[src/verilog/scis_pkg.sv]
/*
   Shared constants for the card interface supervisor and its host-side controller.
   Assumes a single 200 MHz clock shared by both ends.
*/
package scis_pkg;
   localparam int CLK_MHZ = 200;
   localparam int DEBOUNCE_MS = 8;
   localparam int DEBOUNCE_CYCLES = DEBOUNCE_MS * 1000 * CLK_MHZ;
   localparam int STEP_NS = 100;
   localparam int STEP_CYCLES = (STEP_NS * CLK_MHZ + 999) / 1000;
   // The host input clock is CLK_I divided by two to this power, slow enough undivided too.
   localparam int HOST_CLK_DIV_BITS = 4;
   localparam logic [1:0] DIV_BY_1 = 2'h0;
   localparam logic [1:0] DIV_BY_2 = 2'h1;
   localparam logic [1:0] DIV_BY_4 = 2'h2;
   localparam logic [1:0] DIV_BY_8 = 2'h3;
   localparam logic [3:0] REG_CTRL = 4'h0;
   localparam logic [3:0] REG_STATUS = 4'h1;
   localparam logic [3:0] REG_EVENT = 4'h2;
   localparam logic [3:0] REG_MASK = 4'h3;
   localparam int CTRL_ACTIVATE = 0;
   localparam int CTRL_RESET = 1;
   localparam int CTRL_CLASS = 2;
   localparam int CTRL_DIV_LO = 3;
   localparam int CTRL_CLKGATE = 5;
   localparam int EV_IRQ = 0;
   localparam int EV_ACTIVE_CHG = 1;
   localparam int EVENT_BITS = 2;
   localparam logic [7:0] CTRL_RESET_VALUE = 8'h00;
   localparam logic [7:0] MASK_RESET_VALUE = 8'h00;
endpackage

[src/verilog/scis_link_if.sv]
/*
   Pin-level link between the host controller and the card supervisor.
   Assumes the host controller resolves the host-side two-way lines from the enables.
*/
`timescale 1ns/100ps
interface scis_link_if;
   logic clock_ratio_select_a;
   logic clock_ratio_select_b;
   logic supply_class_select;
   logic activation_request_n;
   logic host_reset_in;
   logic host_clock_in;
   logic irq_n;
   logic [2:0] host_line_from_dev;
   logic [2:0] host_line_oe_n_dev;
   logic [2:0] host_line_from_host;
   logic [2:0] host_line_oe_n_host;
   modport device (
      input clock_ratio_select_a, clock_ratio_select_b, supply_class_select,
      input activation_request_n, host_reset_in, host_clock_in,
      input host_line_from_host, host_line_oe_n_host,
      output irq_n, host_line_from_dev, host_line_oe_n_dev
   );
   modport host (
      output clock_ratio_select_a, clock_ratio_select_b, supply_class_select,
      output activation_request_n, host_reset_in, host_clock_in,
      output host_line_from_host, host_line_oe_n_host,
      input irq_n, host_line_from_dev, host_line_oe_n_dev
   );
endinterface

[src/verilog/scis_supervisor.sv]
/*
   Card side supervisor: presence debounce, activation and deactivation sequencing,
   card clock divider, reset and line pass-through, and interrupt.
   Assumes host pins are synchronous to CLK_I and the host keeps its input clock in range.
*/
`timescale 1ns/100ps
// Functional notes
// - Divide by 1, 2, 4 or 8 per selects.
// - Card clock comes from host clock via divider.
// - Host keeps input clock within maximum.
// - Maximum clock only with ratio two or more.
// - Present on low active-low or high active-high detect.
// - Accept presence after detect stable debounce time.
// - Supply class select picks high or low supply.
// - Activate on request falling edge with card present.
// - Request low keeps active; high deactivates.
// - Card reset follows host reset input.
// - Three buffered two-way paths host to card.
// - Card lines idle high through pull-up.
// - Interrupt low while card present.
// - Interrupt low on card supply overload.
// - Card outputs disabled during undervoltage.
// - Faults or removal start automatic deactivation.
module scis_supervisor #(
   parameter int DEBOUNCE_COUNT = scis_pkg::DEBOUNCE_CYCLES,
   parameter int STEP_COUNT = scis_pkg::STEP_CYCLES
) (
   // Clock and reset
   input wire logic CLK_I,
   input wire logic RESET_I,
   // Host link
   scis_link_if.device LINK,
   // Card detect and fault sense
   input wire logic CARD_DETECT_INPUT_N_I,
   input wire logic CARD_DETECT_INPUT_I,
   input wire logic OVERCURRENT_FAULT_I,
   input wire logic OVERTEMP_FAULT_I,
   input wire logic UNDERVOLTAGE_FAULT_I,
   // Card side lines
   input wire logic [2:0] CARD_LINE_I,
   output logic [2:0] CARD_LINE_O,
   output logic [2:0] CARD_LINE_OE_N_O,
   output logic CARD_CLOCK_OUT_O,
   output logic CARD_RESET_OUT_O,
   output logic CARD_SUPPLY_ON_O,
   output logic CARD_SUPPLY_HIGH_O
);
   import scis_pkg::*;

   typedef enum {ST_OFF, ST_PWR, ST_LINES, ST_CLK, ST_ACTIVE, ST_D_RST, ST_D_CLK,
      ST_D_LINES, ST_D_PWR} scis_seq_type;

   scis_seq_type state;
   logic [31:0] deb_cnt;
   logic present;
   logic [31:0] step_cnt;
   logic step_done;
   logic req_prev;
   logic [2:0] div_cnt;
   logic clk_run;
   logic lines_on;
   logic rst_follow;
   logic fault;
   logic [1:0] div_sel;
   logic raw_present;

   assign raw_present = ~CARD_DETECT_INPUT_N_I | CARD_DETECT_INPUT_I;
   assign fault = OVERCURRENT_FAULT_I | OVERTEMP_FAULT_I | UNDERVOLTAGE_FAULT_I | ~present;
   assign step_done = (step_cnt >= 32'(STEP_COUNT - 1));
   assign div_sel = {LINK.clock_ratio_select_b, LINK.clock_ratio_select_a};

   // Presence is only accepted after a full quiet interval; removal drops it at once.
   always_ff @(posedge CLK_I)
   begin
      if (RESET_I || !raw_present)
      begin
         deb_cnt <= '0;
         present <= 1'b0;
      end
      else if (deb_cnt >= 32'(DEBOUNCE_COUNT - 1))
         present <= 1'b1;
      else
         deb_cnt <= deb_cnt + 32'h1;
   end

   always_ff @(posedge CLK_I)
   begin
      if (RESET_I)
         req_prev <= 1'b1;
      else
         req_prev <= LINK.activation_request_n;
   end

   always_ff @(posedge CLK_I)
   begin
      if (RESET_I || state == ST_OFF || state == ST_ACTIVE || step_done)
         step_cnt <= '0;
      else
         step_cnt <= step_cnt + 32'h1;
   end

   always_ff @(posedge CLK_I)
   begin
      if (RESET_I)
         state <= ST_OFF;
      else
      begin
         case (state)
            ST_OFF:
               if (req_prev && !LINK.activation_request_n && present && !fault)
                  state <= ST_PWR;
            ST_PWR:
               if (fault || LINK.activation_request_n)
                  state <= ST_D_RST;
               else if (step_done)
                  state <= ST_LINES;
            ST_LINES:
               if (fault || LINK.activation_request_n)
                  state <= ST_D_RST;
               else if (step_done)
                  state <= ST_CLK;
            ST_CLK:
               if (fault || LINK.activation_request_n)
                  state <= ST_D_RST;
               else if (step_done)
                  state <= ST_ACTIVE;
            ST_ACTIVE:
               if (fault || LINK.activation_request_n)
                  state <= ST_D_RST;
            ST_D_RST:
               if (step_done)
                  state <= ST_D_CLK;
            ST_D_CLK:
               if (step_done)
                  state <= ST_D_LINES;
            ST_D_LINES:
               if (step_done)
                  state <= ST_D_PWR;
            ST_D_PWR:
               if (step_done)
                  state <= ST_OFF;
            default:
               state <= ST_OFF;
         endcase
      end
   end

   // Stage enables, all forced off under undervoltage lockout.
   always_ff @(posedge CLK_I)
   begin
      if (RESET_I || UNDERVOLTAGE_FAULT_I)
      begin
         CARD_SUPPLY_ON_O <= 1'b0;
         lines_on <= 1'b0;
         clk_run <= 1'b0;
         rst_follow <= 1'b0;
      end
      else
      begin
         CARD_SUPPLY_ON_O <= !(state == ST_OFF || state == ST_D_PWR);
         lines_on <= (state == ST_LINES || state == ST_CLK || state == ST_ACTIVE ||
            state == ST_D_RST || state == ST_D_CLK);
         clk_run <= (state == ST_CLK || state == ST_ACTIVE || state == ST_D_RST);
         rst_follow <= (state == ST_ACTIVE);
      end
   end

   always_ff @(posedge CLK_I)
   begin
      if (RESET_I)
         CARD_SUPPLY_HIGH_O <= 1'b0;
      else
         CARD_SUPPLY_HIGH_O <= LINK.supply_class_select;
   end

   // The divider counts host clock rising edges, so it stops cleanly low.
   logic hclk_prev;
   always_ff @(posedge CLK_I)
   begin
      if (RESET_I)
      begin
         hclk_prev <= 1'b0;
         div_cnt <= '0;
      end
      else
      begin
         hclk_prev <= LINK.host_clock_in;
         if (!clk_run)
            div_cnt <= '0;
         else if (LINK.host_clock_in && !hclk_prev)
            div_cnt <= div_cnt + 3'h1;
      end
   end

   always_ff @(posedge CLK_I)
   begin
      if (RESET_I || !clk_run || UNDERVOLTAGE_FAULT_I)
         CARD_CLOCK_OUT_O <= 1'b0;
      else
      begin
         case (div_sel)
            DIV_BY_1: CARD_CLOCK_OUT_O <= LINK.host_clock_in;
            DIV_BY_2: CARD_CLOCK_OUT_O <= div_cnt[0];
            DIV_BY_4: CARD_CLOCK_OUT_O <= div_cnt[1];
            default: CARD_CLOCK_OUT_O <= div_cnt[2];
         endcase
      end
   end

   always_ff @(posedge CLK_I)
   begin
      if (RESET_I || !rst_follow || UNDERVOLTAGE_FAULT_I)
         CARD_RESET_OUT_O <= 1'b0;
      else
         CARD_RESET_OUT_O <= LINK.host_reset_in;
   end

   // Open-drain both ways: a low seen on one side is driven low on the other.
   always_ff @(posedge CLK_I)
   begin
      if (RESET_I)
      begin
         CARD_LINE_O <= '0;
         CARD_LINE_OE_N_O <= 3'h0;
         LINK.host_line_from_dev <= '0;
         LINK.host_line_oe_n_dev <= 3'h7;
      end
      else
      begin
         CARD_LINE_O <= '0;
         LINK.host_line_from_dev <= '0;
         if (!lines_on || UNDERVOLTAGE_FAULT_I)
         begin
            CARD_LINE_OE_N_O <= 3'h0;
            LINK.host_line_oe_n_dev <= 3'h7;
         end
         else
         begin
            // Released lines float high via the card pull-up.
            CARD_LINE_OE_N_O <= ~(~LINK.host_line_oe_n_host & ~LINK.host_line_from_host);
            LINK.host_line_oe_n_dev <= ~(~CARD_LINE_I & LINK.host_line_oe_n_host);
         end
      end
   end

   always_ff @(posedge CLK_I)
   begin
      if (RESET_I)
         LINK.irq_n <= 1'b1;
      else
         LINK.irq_n <= ~(present | OVERCURRENT_FAULT_I);
   end
endmodule
[src/flat_wrapper.sv]
// flat-port wrapper written by rule: the top's interface ports become plain ports
module scis_supervisor_flat import scis_pkg::*;
#(
   parameter int DEBOUNCE_COUNT = scis_pkg::DEBOUNCE_CYCLES,
   parameter int STEP_COUNT = scis_pkg::STEP_CYCLES
)
  (CLK_I, RESET_I, CARD_DETECT_INPUT_N_I, CARD_DETECT_INPUT_I, OVERCURRENT_FAULT_I, OVERTEMP_FAULT_I, UNDERVOLTAGE_FAULT_I, CARD_LINE_I, CARD_LINE_O, CARD_LINE_OE_N_O, CARD_CLOCK_OUT_O, CARD_RESET_OUT_O, CARD_SUPPLY_ON_O, CARD_SUPPLY_HIGH_O, LINK_clock_ratio_select_a, LINK_clock_ratio_select_b, LINK_supply_class_select, LINK_activation_request_n, LINK_host_reset_in, LINK_host_clock_in, LINK_host_line_from_host, LINK_host_line_oe_n_host, LINK_irq_n, LINK_host_line_from_dev, LINK_host_line_oe_n_dev);
  scis_link_if LINK_i ();
  input wire logic CLK_I;
  input wire logic RESET_I;
  input wire logic CARD_DETECT_INPUT_N_I;
  input wire logic CARD_DETECT_INPUT_I;
  input wire logic OVERCURRENT_FAULT_I;
  input wire logic OVERTEMP_FAULT_I;
  input wire logic UNDERVOLTAGE_FAULT_I;
  input wire logic [2:0] CARD_LINE_I;
  output logic [2:0] CARD_LINE_O;
  output logic [2:0] CARD_LINE_OE_N_O;
  output logic CARD_CLOCK_OUT_O;
  output logic CARD_RESET_OUT_O;
  output logic CARD_SUPPLY_ON_O;
  output logic CARD_SUPPLY_HIGH_O;
  input wire logic [$bits(LINK_i.clock_ratio_select_a)-1:0] LINK_clock_ratio_select_a;
  input wire logic [$bits(LINK_i.clock_ratio_select_b)-1:0] LINK_clock_ratio_select_b;
  input wire logic [$bits(LINK_i.supply_class_select)-1:0] LINK_supply_class_select;
  input wire logic [$bits(LINK_i.activation_request_n)-1:0] LINK_activation_request_n;
  input wire logic [$bits(LINK_i.host_reset_in)-1:0] LINK_host_reset_in;
  input wire logic [$bits(LINK_i.host_clock_in)-1:0] LINK_host_clock_in;
  input wire logic [$bits(LINK_i.host_line_from_host)-1:0] LINK_host_line_from_host;
  input wire logic [$bits(LINK_i.host_line_oe_n_host)-1:0] LINK_host_line_oe_n_host;
  output wire logic [$bits(LINK_i.irq_n)-1:0] LINK_irq_n;
  output wire logic [$bits(LINK_i.host_line_from_dev)-1:0] LINK_host_line_from_dev;
  output wire logic [$bits(LINK_i.host_line_oe_n_dev)-1:0] LINK_host_line_oe_n_dev;
  assign LINK_i.clock_ratio_select_a = LINK_clock_ratio_select_a;
  assign LINK_i.clock_ratio_select_b = LINK_clock_ratio_select_b;
  assign LINK_i.supply_class_select = LINK_supply_class_select;
  assign LINK_i.activation_request_n = LINK_activation_request_n;
  assign LINK_i.host_reset_in = LINK_host_reset_in;
  assign LINK_i.host_clock_in = LINK_host_clock_in;
  assign LINK_i.host_line_from_host = LINK_host_line_from_host;
  assign LINK_i.host_line_oe_n_host = LINK_host_line_oe_n_host;
  assign LINK_irq_n = LINK_i.irq_n;
  assign LINK_host_line_from_dev = LINK_i.host_line_from_dev;
  assign LINK_host_line_oe_n_dev = LINK_i.host_line_oe_n_dev;
  scis_supervisor #(.DEBOUNCE_COUNT(DEBOUNCE_COUNT), .STEP_COUNT(STEP_COUNT)) u_core (.CLK_I(CLK_I), .RESET_I(RESET_I), .LINK(LINK_i), .CARD_DETECT_INPUT_N_I(CARD_DETECT_INPUT_N_I), .CARD_DETECT_INPUT_I(CARD_DETECT_INPUT_I), .OVERCURRENT_FAULT_I(OVERCURRENT_FAULT_I), .OVERTEMP_FAULT_I(OVERTEMP_FAULT_I), .UNDERVOLTAGE_FAULT_I(UNDERVOLTAGE_FAULT_I), .CARD_LINE_I(CARD_LINE_I), .CARD_LINE_O(CARD_LINE_O), .CARD_LINE_OE_N_O(CARD_LINE_OE_N_O), .CARD_CLOCK_OUT_O(CARD_CLOCK_OUT_O), .CARD_RESET_OUT_O(CARD_RESET_OUT_O), .CARD_SUPPLY_ON_O(CARD_SUPPLY_ON_O), .CARD_SUPPLY_HIGH_O(CARD_SUPPLY_HIGH_O));
endmodule
[config.mk]
export PLATFORM = sky130hd
export DESIGN_NAME = scis_supervisor_flat
export DESIGN_NICKNAME = d
export VERILOG_FILES = /design/src/verilog/scis_pkg.sv /design/src/verilog/scis_link_if.sv /design/src/verilog/scis_supervisor.sv /design/src/flat_wrapper.sv
export SDC_FILE = /design/constraint.sdc
export NUM_CORES = 1
export LEC_CHECK = 0
export BUFFER_PORTS_ARGS = -buffer_cell sky130_fd_sc_hd__buf_2
export CAP_MARGIN = 20
export CELL_PAD_IN_SITES_DETAIL_PLACEMENT = 0
export CELL_PAD_IN_SITES_GLOBAL_PLACEMENT = 2
export CORE_MARGIN = 1
export CORE_UTILIZATION = 39
export CTS_CLUSTER_DIAMETER = 30
export CTS_CLUSTER_SIZE = 25
export DETAILED_ROUTE_END_ITERATION = 8
export PLACE_DENSITY_LB_ADDON = 0.3
export SETUP_SLACK_MARGIN = 0.5
export SYNTH_ARGS = -nofsm -noshare
export SYNTH_HDL_FRONTEND = slang
export SYNTH_SLANG_ARGS = --single-unit
export TNS_END_PERCENT = 30
[constraint.sdc]
create_clock -name CLK_I -period 3.9 [get_ports CLK_I]
set_clock_uncertainty 0.1 [all_clocks]
set_input_delay 0.39 -clock CLK_I [delete_from_list [all_inputs] [get_ports CLK_I]]
set_output_delay 0.39 -clock CLK_I [all_outputs]
set_load 0.02 [all_outputs]
==> impl_metrics.csv <==
group,metric,value,unit
status,run_status,"completed",
clocking,cts_resized,0,
die,die_w,91.5,um
cells_and_area,drive_above_1_share,0.157,
synth,yosys-top-cells-area,"dfxtp_1, nor2_1, a21oi_1",
clocking,post_cts_buffers,0,
global_route,grt_util_all_layers,0.137,
synth,avgSynthCellArea,9.98,um2
hold_path,hp-class,"in2reg",
die,rows,32,
cells_and_area,final_nets,396,
route,ant_nets,0,
global_route,grt_pass1_wl,9010,um
route,wl_per_cell,10.8,um
setup_path,worst-path-max-fanout,10,
setup_path,path_class,"reg2reg",
clocking,cts-root-buf,"clkbuf_8",
synth,synth_edf_count,0,
synth,ys_seq_area_frac,0.564,
cells_and_area,fin_area,3650,um2
synth,yosysUniqueCellTypes,48,
timing,slew_viol_final,0,
synth,ys_top_cells_by_count,"dfxtp_1, nor2_1, a21oi_1",
timing,hold_viol,0,
place,placed_area,3440,um2
global_route,grt_pass1_vias,1960,
synth,ys.warnings.count,0,
synth,synth_most_common_cell,"dfxtp_1",
cells_and_area,area_growth_syn_to_layout,16.9,%
route,met3_length,229,um
cells_and_area,num-fill-cells,726,
setup_path,crit_chain,"and4_1 -> and3_2 -> a21oi_2 -> nand3_2 -> or4_1 -> a21oi_1",
setup_path,critPathCaptureType,"register",
global_route,grt_max_degree,22,
synth,synth_largest_area_cell,"dfxtp_1",
setup_path,rr_startpoint,"u_core.deb_cnt[4]",
die,die-area,8370,um2
timing,finalCritPeriodShare,0.593,
timing,rsz0062_at_grt,"no",
setup_path,crit_path_start_kind,"register",
die,coreArea,7730,um2
setup_path,worstPathArrival,2480,ps
route,dr_wl_met2,2220,um
timing,tns,0,ps
clocking,clk_latency,340,ps
place,port_buffers,32,
clocking,cts_tree,"yes",
synth,synthArstFlopShare,0,
route,num_vias,2211,
synth,synth_adder_area_share,0.0120,
route,wirelength,5190,um
hold_path,worstHoldStart,"CARD_LINE_I[1]",
synth,syn_area,3120,um2
clocking,cts_htree_levels,3,
route,drt_iter0_drc,57,
setup_path,slowest_delay,480,ps
clocking,clk_pin_slew_worst_paths,90,ps
die,initial_core_util,0.404,
place,dpl.hpwl,3580,um
synth,synth_compound_area_frac,0.0877,
die,fp.dieH,91.5,um
timing,max_slew_margin,0.491,
synth,synth_top_family_by_area,"simple AND/OR/NAND/NOR gates",
timing,setup_viol,0,
power,p_leak,0.00142,uW
timing,worstMarginPinSlew,757,ps
timing,fmax,433,MHz
synth,synth-xor-area-share,0.0365,
timing,period_minus_slack,2310,ps
power,vdd_drop_max,0.000178,V
route,vias_per_cell,4.63,
synth,yosys.area_share.simple,0.242,
clocking,postCtsHoldBufs,0,
place,place_congestion,0.716,
setup_path,cp-startpoint,"u_core.deb_cnt[4]",
synth,ys.flop_type,"dfxtp_1",
run,drv_cap,0,
die,io_pins,39,
clocking,clock_sinks,88,
global_route,antenna_found_initial,0,
clocking,cts-buffers-inserted,9,
route,wl_met1,2680,um
route,top_layer,"met4",
power,p_per_area,442,nW/um2
route,route.detailed.drc,0,
synth,ys_seq_elements,88,
route,first_pass_iters,4,
cells_and_area,n_antenna_cell,0,
synth,yosysTopAreaCellShare,0.564,
synth,netlist_instances,313,
setup_path,cp_data_required_time,4070,ps
global_route,grt_overflow,0,
setup_path,critPathSlowestCell,"a21oi_2",
clocking,clockBufferDepth,2,
synth,muxShareOfSynthArea,0.0172,
-- final timing paths --
| check | end | slack, ps | cells past startpoint |
|---|---|---|---|
| setup reg to reg | u_core.deb_cnt[19] | 1590 | 6 |
| setup / recovery | u_core.deb_cnt[19] | 1590 | 6 |
| hold / removal | u_core.LINK.host_line_oe_n_dev[1] | 130 | 2 |
| hold reg to reg | u_core.CARD_RESET_OUT_O | 350 | 1 |
-- cells by family after synthesis --
logic type | after synthesis
other | 1
buffers and inverters | 25
adders and majority gates | 3
AOI/OAI and AO/OA | 45
muxes | 4
DFF | 88
xor gates and xnor gates | 13
and+or+nand+nor | 134
-- worst max-delay path: cells and delay by family, from the launching register on --
kind | cells | cell delay (ps)
and+or+nand+nor | 4 | 1140
DFF | 1 | 360
AOI/OAI and AO/OA | 2 | 620
-- where the power goes --
part	leakage [uW]	internal (uW)	total [uW]	switching (uW)
logic	0.000590	15.7	43.2	27.5
clock network	0.000105	322	646	324
registers	0.000721	917	923	5.99
-- per-layer routing --
metal	vias to the layer above	global-route usage
met4	0	0.0556
met2	38	0.202
met1	994	0.184
met3	5	0.0436
met5	-	0
li1	1174	-
-- through the flow --
stage	hold WS, ps	std cells	power, uW	worst slack (ps)	utilization
2_1_floorplan	318	345	973	1850	-
3_3_place_gp	331	462	986	1510	0.445
3_5_place_dp	336	462	987	1490	0.445
4_1_cts	109	478	1640	1580	0.472
5_1_grt	123	478	1690	1440	0.472
6_report	126	478	1610	1590	0.472
-- sequential cells by signal (all words and copies together), names as in the netlist, 3 cells and up --
register,cells
u_core.deb_cnt,32
u_core.state,4
u_core.CARD_LINE_OE_N_O,3
u_core.div_cnt,3
u_core.LINK.host_line_oe_n_dev,3
u_core.step_cnt,32
-- cell type report --
type                       count  area [um2]  area share
multi-input combinational    232        1360       0.372
clock buffer                  10         138      0.0377
timing repair buffer          32         160      0.0439
clock inverter                 6        75.1      0.0206
tap                          102         128      0.0350
sequential                    88        1760       0.483
inverter                       8        30.0     0.00823
-- placed cells by master, fill, tap and decap left out, drive strengths merged, types with 3 or more instances in the layout --
cell     n
nand3b   3
or3     11
nor3     6
o21ai   13
xor2    10
nand2   18
buf     32
inv     10
nor2    26
nor4    14
o21a     4
nand3   10
or2      3
nand4   11
clkbuf  10
a21oi   20
xnor2    3
and2    12
nor2b    5
conb    33
and3     6
dfxtp   88
ha       3
No activity file was read; power rests on OpenSTA's default activity.
